<file path="config.mk">
export PLATFORM = sky130hd
export DESIGN_NAME = mem_cycle_ctrl_flat
export DESIGN_NICKNAME = d
export VERILOG_FILES = /design/src/design/cycle_pkg.sv /design/src/design/cpu_bus_if.sv /design/src/design/mem_cycle_ctrl.sv /design/src/flat_wrapper.sv
export SDC_FILE = /design/constraint.sdc
export NUM_CORES = 1
export LEC_CHECK = 0
export ABC_CLOCK_PERIOD_IN_PS = 4260
export BUFFER_PORTS_ARGS = -buffer_cell sky130_fd_sc_hd__buf_2
export CORE_ASPECT_RATIO = 0.8
export CORE_MARGIN = 4
export CORE_UTILIZATION = 53
export DETAILED_ROUTE_END_ITERATION = 10
export PLACE_DENSITY = 0.83
export RECOVER_POWER = 50
export SLEW_MARGIN = 20
export SYNTH_ARGS = -nofsm -noshare
export SYNTH_HDL_FRONTEND = slang
export SYNTH_SLANG_ARGS = --single-unit
</file>
<file path="constraint.sdc">
create_clock -name clk -period 4.26 [get_ports clk]
set_input_delay 0.639 -clock clk [delete_from_list [all_inputs] [get_ports clk]]
set_output_delay 0.639 -clock clk [all_outputs]
set_load 0.05 [all_outputs]
</file>
<file path="src/design/cycle_pkg.sv">
// Package of shared constants and types for the processor memory cycle interface.
`default_nettype none
package cycle_pkg;
   // ****************************************************************
   // Widths and clock division
   // ****************************************************************
   localparam int ADDR_W = 26;            // Processor address width.
   localparam int DATA_W = 32;            // Data word width.
   localparam int LANES = 4;              // Byte lanes per word.
   localparam int CLK_DIV = 3;            // Master clock cycles per processor cycle.
   localparam logic [1:0] DIV_RESET = 2'h0;   // Divider phase after reset.
   localparam logic [1:0] PH1_SLOT = 2'h0;    // Divider slot with phase one high.
   localparam logic [1:0] PH2_SLOT = 2'h2;    // Divider slot with phase two high.
   localparam logic [ADDR_W-1:0] SEQ_STEP = 26'h0000004;  // Sequential address increment.
   localparam int SEQ_LSB = 2;            // Lowest address bit of the sequential boundary.
   localparam int SEQ_MSB = 3;            // Highest address bit of the sequential boundary.
   // ****************************************************************
   // Memory map and protection
   // ****************************************************************
   localparam int PAGE_MSB = 25;          // Top bit of the logical page number.
   localparam int PAGE_LSB = 22;          // Bottom bit of the logical page number.
   localparam logic [3:0] PROT_PAGE = 4'hC;   // Page from which supervisor space begins.
   localparam logic [15:0] PAGE_MAP_DEF = 16'h00FF;  // Default set of mapped logical pages.
   localparam logic [3:0] REMAP_PAGE = 4'h1;  // Page offset added by user-mode remapping.

   // DRAM cycle sequencing states.
   typedef enum logic [2:0] {
      ST_IDLE,       // Row strobe released, no access in flight.
      ST_RAS,        // First half of a random cycle: row open.
      ST_CAS,        // Column strobe active for the transfer.
      ST_PRECHARGE   // Both strobes released for precharge.
   } dram_state_t;
endpackage : cycle_pkg
`default_nettype wire

</file>
<file path="src/design/cpu_bus_if.sv">
// Interface joining the processor end and the memory controller end.
`timescale 1ns/1ps
`default_nettype none
interface cpu_bus_if;
   logic [cycle_pkg::ADDR_W-1:0] cpu_address_bus;  // Address of the coming cycle.
   logic read_not_write_n;                         // Low read, high write.
   logic byte_not_word_n;                          // Low byte, high word.
   logic memory_request_n;                         // Low: next cycle accesses memory.
   logic sequential_access;                        // High: next address is current plus four.
   logic supervisor_select;                        // Low: user mode, restricted.
   logic phase1;                                   // Processor clock phase one.
   logic phase2;                                   // Processor clock phase two.
   logic ref_clock;                                // Bus reference clock, in phase with phase two.
   logic data_bus_enable;                          // High: processor drives data bus.
   logic abort_out;                                // High: current cycle aborted.

   modport ctrl (
      input cpu_address_bus, read_not_write_n, byte_not_word_n, memory_request_n,
      input sequential_access, supervisor_select,
      output phase1, phase2, ref_clock, data_bus_enable, abort_out
   );
   modport cpu (
      output cpu_address_bus, read_not_write_n, byte_not_word_n, memory_request_n,
      output sequential_access, supervisor_select,
      input phase1, phase2, ref_clock, data_bus_enable, abort_out
   );
endinterface : cpu_bus_if
`default_nettype wire

</file>
<file path="src/design/mem_cycle_ctrl.sv">
// Memory controller end: clock phases, DRAM cycle choice, strobes and abort.
`timescale 1ns/1ps
`default_nettype none
module mem_cycle_ctrl #(
   parameter logic [15:0] PAGE_MAP = cycle_pkg::PAGE_MAP_DEF  // Mapped logical pages.
) (
   input wire logic clk,                                  // Master clock, 200 MHz.
   input wire logic nrst,                                 // Asynchronous reset, active low.
   cpu_bus_if.ctrl bus,                                   // Processor side.
   output logic ras_n,                                    // DRAM row strobe, active low.
   output logic [cycle_pkg::LANES-1:0] cas_n,             // DRAM column strobes, active low.
   output logic dram_we_n,                                // DRAM write enable, active low.
   output logic [cycle_pkg::ADDR_W-1:0] phys_address,     // Translated address of the cycle.
   output logic cycle_start                               // One-cycle pulse per processor cycle.
);
   // ****************************************************************
   // Clock division
   // ****************************************************************
   logic [1:0] div_reg;     // Divider slot counter.
   logic [1:0] div_next;    // Next divider slot.
   logic ph1_reg;           // Phase one output flop.
   logic ph2_reg;           // Phase two output flop.
   logic cyc_end;           // Last master cycle of a processor cycle.

   // Sequencing state.
   cycle_pkg::dram_state_t state_reg;
   cycle_pkg::dram_state_t state_next;
   logic write_reg;         // Current cycle is a write.
   logic abort_reg;         // Current cycle is aborted.
   logic [cycle_pkg::LANES-1:0] lane_reg;  // Lanes enabled for the current cycle.
   logic [cycle_pkg::ADDR_W-1:0] addr_reg; // Translated address of the current cycle.
   logic [cycle_pkg::ADDR_W-1:0] addr_next;
   logic active_reg;        // Current processor cycle is an access.
   logic internal_reg;      // Current processor cycle is internal.
   logic early_reg;         // Random cycle started early inside an internal cycle.
   logic seq_reg;           // Captured access continues the open page.
   logic [cycle_pkg::LANES-1:0] col_lane_reg;  // Lanes of the column phase.
   logic col_write_reg;     // Column phase writes memory.
   logic col_block_reg;     // Column phase belongs to an aborted write.
   logic deny;              // Access violates protection or map.

   // Lane decode, shared by byte and word requests.
   function automatic logic [cycle_pkg::LANES-1:0] lane_decode(
      input logic byte_n, input logic [1:0] low_bits);
      logic [cycle_pkg::LANES-1:0] lanes;
      lanes = '0;
      if (byte_n) begin
         lanes = '1;  // Word: all lanes, low bits ignored.
      end else begin
         lanes[low_bits] = 1'b1;  // Byte lane from the two low bits.
      end
      return lanes;
   endfunction : lane_decode

   // Divider: three slots give phase one, a gap, then phase two.
   always_comb begin
      div_next = (div_reg == 2'(cycle_pkg::CLK_DIV - 1)) ? cycle_pkg::DIV_RESET
                                                          : div_reg + 2'h1;
   end
   assign cyc_end = (div_reg == 2'(cycle_pkg::CLK_DIV - 1));
   assign cycle_start = cyc_end;

   // Slot counter.
   always_ff @(posedge clk or negedge nrst) begin
      if (!nrst) begin
         div_reg <= cycle_pkg::DIV_RESET;
      end else begin
         div_reg <= div_next;
      end
   end

   // Phases are registered from the next slot so they never overlap or glitch.
   always_ff @(posedge clk or negedge nrst) begin
      if (!nrst) begin
         ph1_reg <= 1'b0;
         ph2_reg <= 1'b0;
      end else begin
         ph1_reg <= (div_next == cycle_pkg::PH1_SLOT);
         ph2_reg <= (div_next == cycle_pkg::PH2_SLOT);
      end
   end
   assign bus.phase1 = ph1_reg;
   assign bus.phase2 = ph2_reg;
   assign bus.ref_clock = ph2_reg;  // Same flop, so the two can never skew.

   // ****************************************************************
   // Address check and translation
   // ****************************************************************
   // Protection and map check on the address the processor presents now.
   always_comb begin
      logic [3:0] page;
      page = bus.cpu_address_bus[cycle_pkg::PAGE_MSB:cycle_pkg::PAGE_LSB];
      deny = 1'b0;
      if (!bus.supervisor_select && page >= cycle_pkg::PROT_PAGE) begin
         deny = 1'b1;  // User mode touching supervisor space.
      end else if (!PAGE_MAP[page]) begin
         deny = 1'b1;  // Logical page with no mapping.
      end
   end

   // Remap only user-mode transfers; aligned words drop the low bits.
   always_comb begin
      addr_next = bus.cpu_address_bus;
      if (bus.byte_not_word_n) begin
         addr_next[1:0] = 2'h0;
      end
      if (!bus.supervisor_select) begin
         addr_next[cycle_pkg::PAGE_MSB:cycle_pkg::PAGE_LSB] =
            addr_next[cycle_pkg::PAGE_MSB:cycle_pkg::PAGE_LSB] + cycle_pkg::REMAP_PAGE;
      end
   end

   // ****************************************************************
   // Cycle capture
   // ****************************************************************
   // Pipelined controls are taken at the end of the cycle before the one they govern.
   always_ff @(posedge clk or negedge nrst) begin
      if (!nrst) begin
         active_reg <= 1'b0;
         internal_reg <= 1'b1;
         write_reg <= 1'b0;
         abort_reg <= 1'b0;
         lane_reg <= '0;
         addr_reg <= '0;
         seq_reg <= 1'b0;
      end else if (cyc_end) begin
         active_reg <= !bus.memory_request_n;
         seq_reg <= !bus.memory_request_n && bus.sequential_access;
         internal_reg <= bus.memory_request_n;
         write_reg <= !bus.memory_request_n && bus.read_not_write_n;
         abort_reg <= !bus.memory_request_n && deny;
         lane_reg <= lane_decode(bus.byte_not_word_n, bus.cpu_address_bus[1:0]);
         addr_reg <= addr_next;
      end
   end
   assign phys_address = addr_reg;
   assign bus.abort_out = abort_reg;
   assign bus.data_bus_enable = write_reg && active_reg;

   // The column phase runs one processor cycle behind the capture, so it keeps its own copy.
   // Without it the strobes would carry the attributes of the next request.
   always_ff @(posedge clk or negedge nrst) begin
      if (!nrst) begin
         col_lane_reg <= '0;
         col_write_reg <= 1'b0;
         col_block_reg <= 1'b0;
      end else if (cyc_end) begin
         col_lane_reg <= lane_reg;
         col_write_reg <= write_reg && !abort_reg;
         col_block_reg <= write_reg && abort_reg;
      end
   end
   assign dram_we_n = !col_write_reg;

   // ****************************************************************
   // DRAM strobe sequencing
   // ****************************************************************
   // Early random start when a request with sequential flag arrives during an internal cycle.
   always_ff @(posedge clk or negedge nrst) begin
      if (!nrst) begin
         early_reg <= 1'b0;
      end else if (cyc_end) begin
         early_reg <= 1'b0;
      end else if (internal_reg && !bus.memory_request_n && bus.sequential_access) begin
         early_reg <= 1'b1;
      end
   end

   // State choice at each processor cycle boundary, except the early row start from idle, which is taken at once.
   always_comb begin
      state_next = state_reg;
      case (state_reg)
         cycle_pkg::ST_IDLE: begin
            if (early_reg) begin
               state_next = cycle_pkg::ST_RAS;  // Row opened inside the internal cycle.
            end
         end
         cycle_pkg::ST_RAS: begin
            // An early row stays open until its own access has been captured.
            if (cyc_end && !early_reg) begin
               state_next = cycle_pkg::ST_CAS;
            end
         end
         cycle_pkg::ST_CAS: begin
            // The next column serves the access captured one cycle ago.
            if (cyc_end) begin
               if (!active_reg) begin
                  state_next = cycle_pkg::ST_PRECHARGE;
               end else if (seq_reg) begin
                  state_next = cycle_pkg::ST_CAS;  // Page mode, row stays open.
               end else begin
                  state_next = cycle_pkg::ST_PRECHARGE;  // Random: release both.
               end
            end
         end
         cycle_pkg::ST_PRECHARGE: begin
            if (cyc_end) begin
               state_next = (!bus.memory_request_n || early_reg) ? cycle_pkg::ST_RAS
                                                                 : cycle_pkg::ST_IDLE;
            end
         end
         default: begin
            state_next = cycle_pkg::ST_IDLE;
         end
      endcase
      if (state_reg == cycle_pkg::ST_IDLE && cyc_end && !bus.memory_request_n) begin
         state_next = cycle_pkg::ST_RAS;  // Fresh request from idle is random.
      end
   end

   // State register.
   always_ff @(posedge clk or negedge nrst) begin
      if (!nrst) begin
         state_reg <= cycle_pkg::ST_IDLE;
      end else begin
         state_reg <= state_next;
      end
   end

   // Strobes are registered; column strobe is released for one slot at each cycle end.
   always_ff @(posedge clk or negedge nrst) begin
      if (!nrst) begin
         ras_n <= 1'b1;
         cas_n <= '1;
      end else begin
         ras_n <= !(state_next == cycle_pkg::ST_RAS || state_next == cycle_pkg::ST_CAS);
         if (state_next == cycle_pkg::ST_CAS && !cyc_end && !col_block_reg) begin
            cas_n <= ~col_lane_reg;
         end else begin
            cas_n <= '1;  // Released for new column or precharge.
         end
      end
   end
endmodule : mem_cycle_ctrl
`default_nettype wire

</file>
<file path="src/flat_wrapper.sv">
// flat-port wrapper written by rule: the top's interface ports become plain ports
module mem_cycle_ctrl_flat 
#(
   parameter logic [15:0] PAGE_MAP = cycle_pkg::PAGE_MAP_DEF                          
)
  (clk, nrst, ras_n, cas_n, dram_we_n, phys_address, cycle_start, bus_cpu_address_bus, bus_read_not_write_n, bus_byte_not_word_n, bus_memory_request_n, bus_sequential_access, bus_supervisor_select, bus_phase1, bus_phase2, bus_ref_clock, bus_data_bus_enable, bus_abort_out);
  cpu_bus_if bus_i ();
  input wire logic clk;
  input wire logic nrst;
  output logic ras_n;
  output logic [cycle_pkg::LANES-1:0] cas_n;
  output logic dram_we_n;
  output logic [cycle_pkg::ADDR_W-1:0] phys_address;
  output logic cycle_start;
  input wire logic [$bits(bus_i.cpu_address_bus)-1:0] bus_cpu_address_bus;
  input wire logic [$bits(bus_i.read_not_write_n)-1:0] bus_read_not_write_n;
  input wire logic [$bits(bus_i.byte_not_word_n)-1:0] bus_byte_not_word_n;
  input wire logic [$bits(bus_i.memory_request_n)-1:0] bus_memory_request_n;
  input wire logic [$bits(bus_i.sequential_access)-1:0] bus_sequential_access;
  input wire logic [$bits(bus_i.supervisor_select)-1:0] bus_supervisor_select;
  output wire logic [$bits(bus_i.phase1)-1:0] bus_phase1;
  output wire logic [$bits(bus_i.phase2)-1:0] bus_phase2;
  output wire logic [$bits(bus_i.ref_clock)-1:0] bus_ref_clock;
  output wire logic [$bits(bus_i.data_bus_enable)-1:0] bus_data_bus_enable;
  output wire logic [$bits(bus_i.abort_out)-1:0] bus_abort_out;
  assign bus_i.cpu_address_bus = bus_cpu_address_bus;
  assign bus_i.read_not_write_n = bus_read_not_write_n;
  assign bus_i.byte_not_word_n = bus_byte_not_word_n;
  assign bus_i.memory_request_n = bus_memory_request_n;
  assign bus_i.sequential_access = bus_sequential_access;
  assign bus_i.supervisor_select = bus_supervisor_select;
  assign bus_phase1 = bus_i.phase1;
  assign bus_phase2 = bus_i.phase2;
  assign bus_ref_clock = bus_i.ref_clock;
  assign bus_data_bus_enable = bus_i.data_bus_enable;
  assign bus_abort_out = bus_i.abort_out;
  mem_cycle_ctrl #(.PAGE_MAP(PAGE_MAP)) u_core (.clk(clk), .nrst(nrst), .bus(bus_i), .ras_n(ras_n), .cas_n(cas_n), .dram_we_n(dram_we_n), .phys_address(phys_address), .cycle_start(cycle_start));
endmodule
</file>
==> key figures, run 1 <==
Run status
  • Status: complete, but fails checks
  • Failing checks: capacitance limit, slew limit

Synth
  • Synth Cell Area: around 2100 µm²
  • Cells after Synth: 220
  • Post-synth EDFFs: 0
  • Flops & latches, synth: 53
  • Most common flop cell mapped by yosys: dfrtp_1
  • Ys Warns: 0
  • Synth async-reset ratio: 100%
  • Netlist cell types: 31
  • Syn Area/Cell: 9.69 µm²
  • Sequential area share after synthesis: 62.6%
  • Syn nets: 254

STA
  • Fin. max-slew vios: between 50 and 60
  • Tightest hold margin: 393 ps
  • RSZ-0062 raised after global routing: no
  • Final worst-path cycle share: approximately 64%
  • Final worst path period need: between 2000 and 3000 ps
  • Final hold violations: 0
  • Setup TNS Final: 0 ps
  • Finish-stage setup viols: 0
  • F_max: 0.365 GHz
  • Worst-margin pin slew: 2640 ps
  • Final Skew: 5.05 ps
  • Slew headroom: -76.2%

Critical path
  • Worst Setup Start Kind: input pin
  • Reg2reg start: u_core.div_reg[0]
  • Crit path depth: 2
  • Worst-path maximum fanout: between 50 and 60
  • Worst Setup End Kind: asynchronous set/reset pin
  • CP peak stage delay: 1870 ps
  • Crit-path cells: buf_2 -> clkbuf_1
  • Worst EP arrival: 2600 ps
  • Kind of critical path: in2async
  • CP startpoint: nrst
  • Setup crit end: u_core.phys_address[16]
  • Worst endpoint required time: 4120 ps
  • Crit path max-delay family: buffers and inverters
  • Worst-case reg-to-reg path depth: 4
  • Reg-to-Reg End: u_core.cas_n[2]
  • Slowest-stage cell, CP: clkbuf_1
  • R2R Setup Slk: 2170 ps
  • Buf+Inv Stages, Crit Path: 2

Power and ir drop
  • Tot Pwr: 967 µW
  • P_int: 697 µW
  • Sw Ratio: 27.9%
  • Static Leak: 1.37 nW
  • Combinational share of power: 14.1%
  • NetSw: approximately 270 µW
  • Pwr/cell area: 375 nW/µm²
  • Max VDD drop: roughly 0.23 mV
  • Clk pwr share: 29.6%
  • Reg power frac: between 50% and 60%

Layout
  • Nets: 322
  • Post-Layout Cell Count: ~340
  • Commonest cells after routing, fill and taps aside: nand2_1 (100), buf_2 (56), dfrtp_1 (47)
  • Register area: 1330 µm²
  • Layout area overhead: 21.2%
  • Share of cells above drive strength 1: 24.9%
  • Layout fillers: roughly 310
  • N_diodes: 0
  • Most common cell after layout, fill and taps aside: nand2_1
  • Max reg flops: 26
  • Multi-input gate area: ~720 µm²

CTS
  • Clock sink total: 53
  • Clk_lat worst skew: about 300 ps
  • Cts hold-fix bufs: 0
  • # Post-CTS Setup Buffers: 0
  • Cts bufs inserted: 5
  • CTS tree: done
  • Max Buffers Root-to-Sink: 2
  • Clock transition at path regs: 80 ps
  • Root Buffer: clkbuf_8
  • H-tree lvl count: 2
  • Cts repair resizes: 0

Place
  • Final HPWL DP: 2.90 mm
  • Dpl cells: ~340
  • I/O Buffers: 70
  • Placer Congestion: 0.755

Min path
  • Worst hold path class: reg2reg

Detailed routing
  • Vias per Instance: ~4.8
  • Post-route ant nets: 0
  • WL/cell: 12.1 µm
  • Post-Route WL: 4.17 mm
  • DRC Markers: 0
  • DR pass1 iterations: 4
  • DR vias: 1644
  • Initial drt markers: 121

Floorplan
  • FP Rows: 20
  • Die Width: 78.9 µm
  • Die footprint: 5100 µm²
  • Initial Util: 55.7%
  • IO Count: 71
  • Die Ht: 64.7 µm
  • Core ar.: 3830 µm²

GRT
  • Remaining global-route overflow: 0
  • Number of global-route vias before repair: 1507
  • Global-route wire length before repair: 6.81 mm
  • Largest net degree at the start of global routing: 59
  • Antenna violations before repair: 0
  • Overall Global Routing Usage: 17.2%

Run
  • Total of max-cap violations: 1
[synthesized netlist by cell type (2+ instances only)]
library cell | number | area share, %
o21ai_0 | 14 | 3.3
nor2_1 | 3 | 0.53
nand3b_1 | 2 | 0.70
dfstp_2 | 6 | 7.4
nor2b_1 | 2 | 0.59
mux2i_1 | 3 | 1.4
dfrtp_1 | 47 | 55
clkbuf_1 | 5 | 0.88
o31ai_1 | 2 | 0.70
nand2_1 | 100 | 18
xor2_1 | 2 | 0.82
nand3_1 | 2 | 0.47
inv_1 | 6 | 1.1
buf_2 | 5 | 1.2
a21oi_1 | 5 | 1.2
[power groups by stage]
stage	Clock (mW)	Combinational, mW	Sequential [mW]
2_1_floorplan	0	0.0315	0.609
3_3_place_gp	0	0.138	0.553
3_5_place_dp	0	0.141	0.553
4_1_cts	0.291	0.141	0.544
5_1_grt	0.311	0.149	0.548
6_report	0.287	0.136	0.544
[kinds of logic (layout without fill, tap and decap cells)]
| group | count (synthesis) | count (layout) | share of synthesized area, % |
|---|---|---|---|
| AO/OA/AOI/OAI | 25 | 25 | 7.63 |
| XOR/XNOR | 3 | 3 | 1.23 |
| adder cells (fa/ha/maj) | 1 | 1 | 0.587 |
| buffers and inverters | 17 | 86 | 3.46 |
| flip-flops | 53 | 53 | 62.6 |
| multiplexers | 3 | 3 | 1.41 |
| other | 1 | 1 | 0.176 |
| AND/OR/NAND/NOR | 117 | 117 | 22.9 |
[final cells by class]
type	count	share of cell area, %
Multi-Input combinational cell	150	28.0
Sequential cell	53	51.6
Timing Repair Buffer	72	13.3
Tap cell	55	2.66
Inverter	6	0.872
Clock buffer	8	3.49
[routing by layer]
layer | GRT usage [%] | part of all wire (%)
met1 | 23.0 | 47
met3 | 5.14 | 7.4
met2 | 26.4 | 44
met4 | 7.08 | 1.7
met5 | 0 | 0
[worst min-delay path by stage]
| stage | start | depth (start not counted) | end | slack, ps |
|---|---|---|---|---|
| 2_1_floorplan | nrst | 0 | u_core.active_reg | 340 |
| 3_3_place_gp | u_core.col_lane_reg[0] | 1 | u_core.cas_n[0] | 380 |
| 3_5_place_dp | u_core.col_lane_reg[3] | 1 | u_core.cas_n[3] | 380 |
| 4_1_cts | u_core.col_lane_reg[3] | 1 | u_core.cas_n[3] | 390 |
| 5_1_grt | u_core.col_lane_reg[0] | 1 | u_core.cas_n[0] | 410 |
| 6_report | u_core.col_lane_reg[3] | 1 | u_core.cas_n[3] | 390 |
[per-stage QoR]
step / utilization [%] / instance area (µm²) / setup slack (ps)
after CTS: 68.0 / 2600 / 1720
final: 67.5 / 2580 / 1520
after detailed placement: 65.7 / 2510 / 2050
after global placement: 65.7 / 2510 / 2060
after floorplan: - / 2130 / 2070
after global routing: 67.5 / 2580 / 801
No activity file was read; power rests on OpenSTA's default activity.
==> run 2, diff against run 1 <==
ABC_CLOCK_PERIOD_IN_PS = 2750   (was 4260)
CORE_UTILIZATION = 49   (was 53)
PLACE_DENSITY = 0.78   (was 0.83)
clock period = 2.75 ns   (was 4.26 ns; I/O delays follow)
==> run 2 against run 1 <==
Against the previous run: the run still ends with capacitance limit, slew limit left; wire length rose by 0.84%; core utilization fell by 4.9 points; register-to-register slack got worse by 1200 ps; power rose by 57%; largest cell class unchanged.
==> key figures, run 2 (same netlist as run 1, synthesis figures left out) <==
STA
  • Final worst-path cycle share: about three quarters
  • Final Skew: 6.40 ps
  • F_max: between 0.4 and 0.5 GHz
  • Slew headroom: -3.17%
  • Fin. max-slew vios: 31
  • Tightest hold margin: 290 ps
  • Finish-stage setup viols: 0
  • RSZ-0062 raised after global routing: no
  • Setup ws final: 728 ps
  • Setup TNS Final: 0 ps
  • Final worst path period need: slightly above 2000 ps
  • Worst-margin pin slew: 1550 ps
  • Final hold violations: 0

Layout
  • Layout area overhead: 22.7%
  • Post-Layout Cell Count: 348
  • Nets: 324
  • N_diodes: 0
  • Share of cells above drive strength 1: 27.8%
  • Max reg flops: 26
  • Most common cell after layout, fill and taps aside: nand2_1
  • Layout fillers: 364
  • Commonest cells after routing, fill and taps aside: nand2_1 (100), buf_2 (62), dfrtp_1 (47)

CTS
  • Clock sink total: 53
  • Root Buffer: clkbuf_8
  • # Post-CTS Setup Buffers: 0
  • Cts hold-fix bufs: 0
  • Clock transition at path regs: 90 ps
  • Clk_lat worst skew: 310 ps
  • Cts repair resizes: 0
  • Max Buffers Root-to-Sink: 2
  • H-tree lvl count: 2
  • Cts bufs inserted: 5
  • CTS tree: done

Place
  • Dpl cells: 340
  • Placer Congestion: 0.862
  • Worst slack, placed: 956 ps
  • Final HPWL DP: 3.01 mm
  • I/O Buffers: 70

Power and ir drop
  • Tot Pwr: between 1.5 and 2 mW
  • Static Leak: 1.40 nW
  • Pwr/cell area: roughly 580 nW/µm²
  • Max VDD drop: just over 0.4 mV

Critical path
  • CP peak stage delay: 440 ps
  • Buf+Inv Stages, Crit Path: 2
  • Crit path max-delay family: buffers and inverters
  • Crit path depth: 3
  • Worst-case reg-to-reg path depth: 4
  • Worst Setup End Kind: primary output
  • Kind of critical path: reg2out
  • Worst endpoint required time: 2340 ps
  • Worst EP arrival: 1610 ps
  • Crit-path cells: nand2b_2 -> inv_1 -> buf_2
  • Worst Setup Start Kind: register
  • Slowest-stage cell, CP: nand2b_2
  • Worst-path maximum fanout: 30

GRT
  • Remaining global-route overflow: 0
  • Global-route wire length before repair: 6.55 mm
  • Overall Global Routing Usage: 16.2%
  • Largest net degree at the start of global routing: 31
  • Antenna violations before repair: 0
  • Number of global-route vias before repair: 1460

Floorplan
  • Die footprint: 5470 µm²
  • Core ar.: 4180 µm²
  • FP Rows: 21
  • Initial Util: 51.0%
  • Die Width: 81.7 µm
  • IO Count: 71
  • Die Ht: 67.0 µm

Detailed routing
  • DR vias: 1640
  • WL/cell: around 12 µm
  • DRC Markers: 0
  • Post-Route WL: 4.20 mm
  • Post-route ant nets: 0
  • Vias per Instance: 4.71
  • Initial drt markers: 78
  • DR pass1 iterations: 4

Run status
  • Failing checks: capacitance limit, slew limit
  • Status: complete, but fails checks

Min path
  • Worst hold path stage count: 3
  • Worst hold path class: in2reg

Run
  • Total of max-cap violations: 1
-- run 2: changes by cell type in the layout (fill, tap and decap cells not counted) --
cell      before  now
buf_2         56   62
buf_4          1    2
clkinv_2       0    1
clkbuf_1      17   10
clkbuf_8       6    7
-- run 2: power by group --
group	internal (mW)	switching (mW)	total [mW]
logic	0.0557	0.158	0.213
registers	0.820	0.0223	0.843
clock network	0.228	0.236	0.463
-- run 2: routing by layer --
| metal | wire [µm] | GRT usage (%) | part of all wire, % |
|---|---|---|---|
| met5 | 0 | 0 | 0 |
| met4 | 63 | 6.85 | 1.5 |
| met3 | 338 | 7.16 | 8.0 |
| met2 | 1890 | 24.2 | 45 |
| met1 | 1920 | 20.5 | 46 |
-- run 2: layout make-up --
type | count | area [µm²] | area share, %
Clock buffer | 7 | 96.3 | 3.68
Clock inverter | 1 | 5.00 | 0.191
Inverter | 6 | 22.5 | 0.861
Multi-Input combinational cell | 150 | 723 | 27.7
Sequential cell | 53 | 1330 | 51.0
Tap cell | 57 | 71.3 | 2.73
Timing Repair Buffer | 74 | 363 | 13.9
-- run 2: per-stage QoR --
stage	cell area (µm²)	utilization (%)
CTS	2630	63.0
global placement	2530	60.6
finish	2620	62.6
floorplan	2130	-
global route	2620	62.6
detailed placement	2530	60.6
-- run 2: worst paths after layout --
check / start / to / slack (ps)
min: bus_cpu_address_bus[21] / u_core.phys_address[21] / 290
min reg2reg: u_core.col_lane_reg[3] / u_core.cas_n[3] / 400
max reg2reg: u_core.div_reg[0] / u_core.cas_n[0] / 940
min in group asynchronous: nrst / u_core.bus.phase1 / 460
max: u_core.div_reg[0] / cycle_start / 730
max in group asynchronous: nrst / u_core.phys_address[0] / 1250
-- run 2: worst register-to-register path, stage by stage (launching register included) --
cell	delay [ps]
dfrtp_1	430
nand2b_2	440
a21o_1	320
a2111oi_4	430
nand2_1	120
==> run 3, diff against run 2 <==
ABC_CLOCK_PERIOD_IN_PS = 1700   (was 2750)
CORE_UTILIZATION = 45   (was 49)
PLACE_DENSITY = 0.75   (was 0.78)
clock period = 1.7 ns   (was 2.75 ns; I/O delays follow)
==> run 3 against run 2 <==
Against the previous run: the run now ends clean; wire length decreased by 0.19%; die area increased by 7.9%; flip-flop and latch count unchanged; register-to-register slack got worse by 750 ps; count of clock-buffer cells in the layout unchanged; via count increased by 2.5%; critical path depth unchanged; sequential power increased by 61%; sequential share of layout area decreased by 0.82 points; power increased by 69%; worst setup slack got worse by 610 ps; non-clock buffer count increased by 1; largest power group unchanged; highest routed layer unchanged.
==> key figures, run 3 (same netlist as run 1, synthesis figures left out) <==
Layout
  • Layout area overhead: 24.8%
  • Post-Layout Cell Count: about 350
  • Layout fillers: 444
  • Commonest cells after routing, fill and taps aside: nand2_1 (100), buf_2 (59), dfrtp_1 (46)
  • N_diodes: 0
  • Most common cell after layout, fill and taps aside: nand2_1
  • Nets: 325
  • Share of cells above drive strength 1: 27.7%
  • Max reg flops: 26

Floorplan
  • IO Count: 71
  • Initial Util: between 40 and 50%
  • Die footprint: 5910 µm²
  • Die Ht: 69.5 µm
  • FP Rows: 22
  • Die Width: roughly 85 µm
  • Core ar.: 4570 µm²

GRT
  • Number of global-route vias before repair: 1587
  • Overall Global Routing Usage: 15.4%
  • Antenna violations before repair: 0
  • Global-route wire length before repair: 7.34 mm
  • Largest net degree at the start of global routing: 38
  • Remaining global-route overflow: 0

Critical path
  • Worst Setup Start Kind: register
  • Worst endpoint required time: approximately 1400 ps
  • Worst-path maximum fanout: 6
  • CP startpoint: u_core.div_reg[0]
  • Reg2reg start: u_core.div_reg[0]
  • Worst Setup End Kind: primary output
  • Kind of critical path: reg2out
  • Worst EP arrival: between 1000 and 1500 ps

Place
  • Final HPWL DP: between 3 and 4 mm
  • I/O Buffers: 70
  • Placer Congestion: 0.836
  • Worst slack, placed: 204 ps
  • Dpl cells: around 340

STA
  • Fin. max-slew vios: 0
  • F_max: 0.632 GHz
  • Setup TNS Final: 0 ps
  • Slew headroom: approximately 37%
  • Worst-margin pin slew: 938 ps
  • Final hold violations: 0
  • RSZ-0062 raised after global routing: no
  • Final worst path period need: 1580 ps
  • Setup ws final: 117 ps
  • Finish-stage setup viols: 0
  • Final worst-path cycle share: 93.1%
  • Final Skew: 5.18 ps

Power and ir drop
  • Max VDD drop: 0.456 mV
  • Pwr/cell area: between 900 and 1000 nW/µm²
  • NetSw: about 670 µW
  • Clk pwr share: 33.3%
  • Static Leak: roughly 1.4 nW
  • Tot Pwr: 2.57 mW
  • P_int: 1.90 mW
  • Sw Ratio: 25.9%
  • Combinational share of power: 13.6%
  • Reg power frac: 53.1%

CTS
  • # Post-CTS Setup Buffers: 0
  • Max Buffers Root-to-Sink: 2
  • CTS tree: done
  • Clock sink total: 53
  • Root Buffer: clkbuf_8
  • Cts bufs inserted: 5
  • Clk_lat worst skew: around 300 ps
  • Clock transition at path regs: 90 ps
  • H-tree lvl count: 2

Run status
  • Status: completed

Detailed routing
  • Initial drt markers: 97
  • DR pass1 iterations: 4
  • DR vias: 1681
  • WL/cell: ~12 µm
  • Post-Route WL: 4.20 mm
  • Vias per Instance: 4.78
  • Post-route ant nets: 0
  • DRC Markers: 0

Run
  • Total of max-cap violations: 0

Min path
  • Worst hold path startpoint: bus_cpu_address_bus[9]
  • Worst hold path class: in2reg
-- run 3: metal layers --
metal	share of wire, %	vias to the layer above	global-route usage (%)
met3	6.7	2	4.63
met5	0	-	0
li1	-	837	-
met2	47	43	22.4
met1	46	799	21.6
met4	0.43	0	6.15
-- run 3: worst paths after layout --
path | end | slack, ps | cells past startpoint
worst max-delay path | cycle_start | 120 | 3
worst min-delay path | u_core.phys_address[9] | 140 | 3
max in group asynchronous | u_core.cas_n[0] | 330 | 3
min in group asynchronous | u_core.seq_reg | 620 | 2
worst max register to register | u_core.cas_n[0] | 190 | 4
worst min register to register | u_core.cas_n[1] | 400 | 1
-- run 3: final cells by class --
| type | count | area [µm²] | area share [%] |
|---|---|---|---|
| multi-input combinational | 150 | 721 | 27.1 |
| clock buffer | 7 | 86.3 | 3.25 |
| tap | 60 | 75.1 | 2.82 |
| clock inverter | 1 | 30.0 | 1.13 |
| sequential | 53 | 1340 | 50.2 |
| inverter | 6 | 22.5 | 0.847 |
| timing repair buffer | 75 | 390 | 14.7 |
-- run 3: power groups by stage --
stage	combinational, mW	clock (mW)	sequential, mW
2_1_floorplan	0.0790	0	1.53
5_1_grt	0.382	0.942	1.37
3_5_place_dp	0.357	0	1.39
6_report	0.349	0.855	1.36
3_3_place_gp	0.352	0	1.38
4_1_cts	0.359	0.886	1.36
-- run 3: metrics by stage --
stage | hold slack (ps) | util, % | cell area (µm²)
4_1_cts | 131 | 58.6 | 2680
2_1_floorplan | -40.6 | - | 2130
3_3_place_gp | 209 | 55.8 | 2550
5_1_grt | 128 | 58.2 | 2660
3_5_place_dp | 201 | 55.8 | 2550
6_report | 138 | 58.2 | 2660
-- run 3: what timing repair did --
action	CTS	global route
hold buffers	1	0
endpoints found under the setup margin	1	1
hold endpoints to repair	14	0
resized for setup	1	2
pin swaps	0	0
-- run 3: worst max-delay path, stage by stage, from the launching register on --
cell	delay, ps
dfrtp_1	430
nand2b_1	240
inv_2	150
buf_4	220
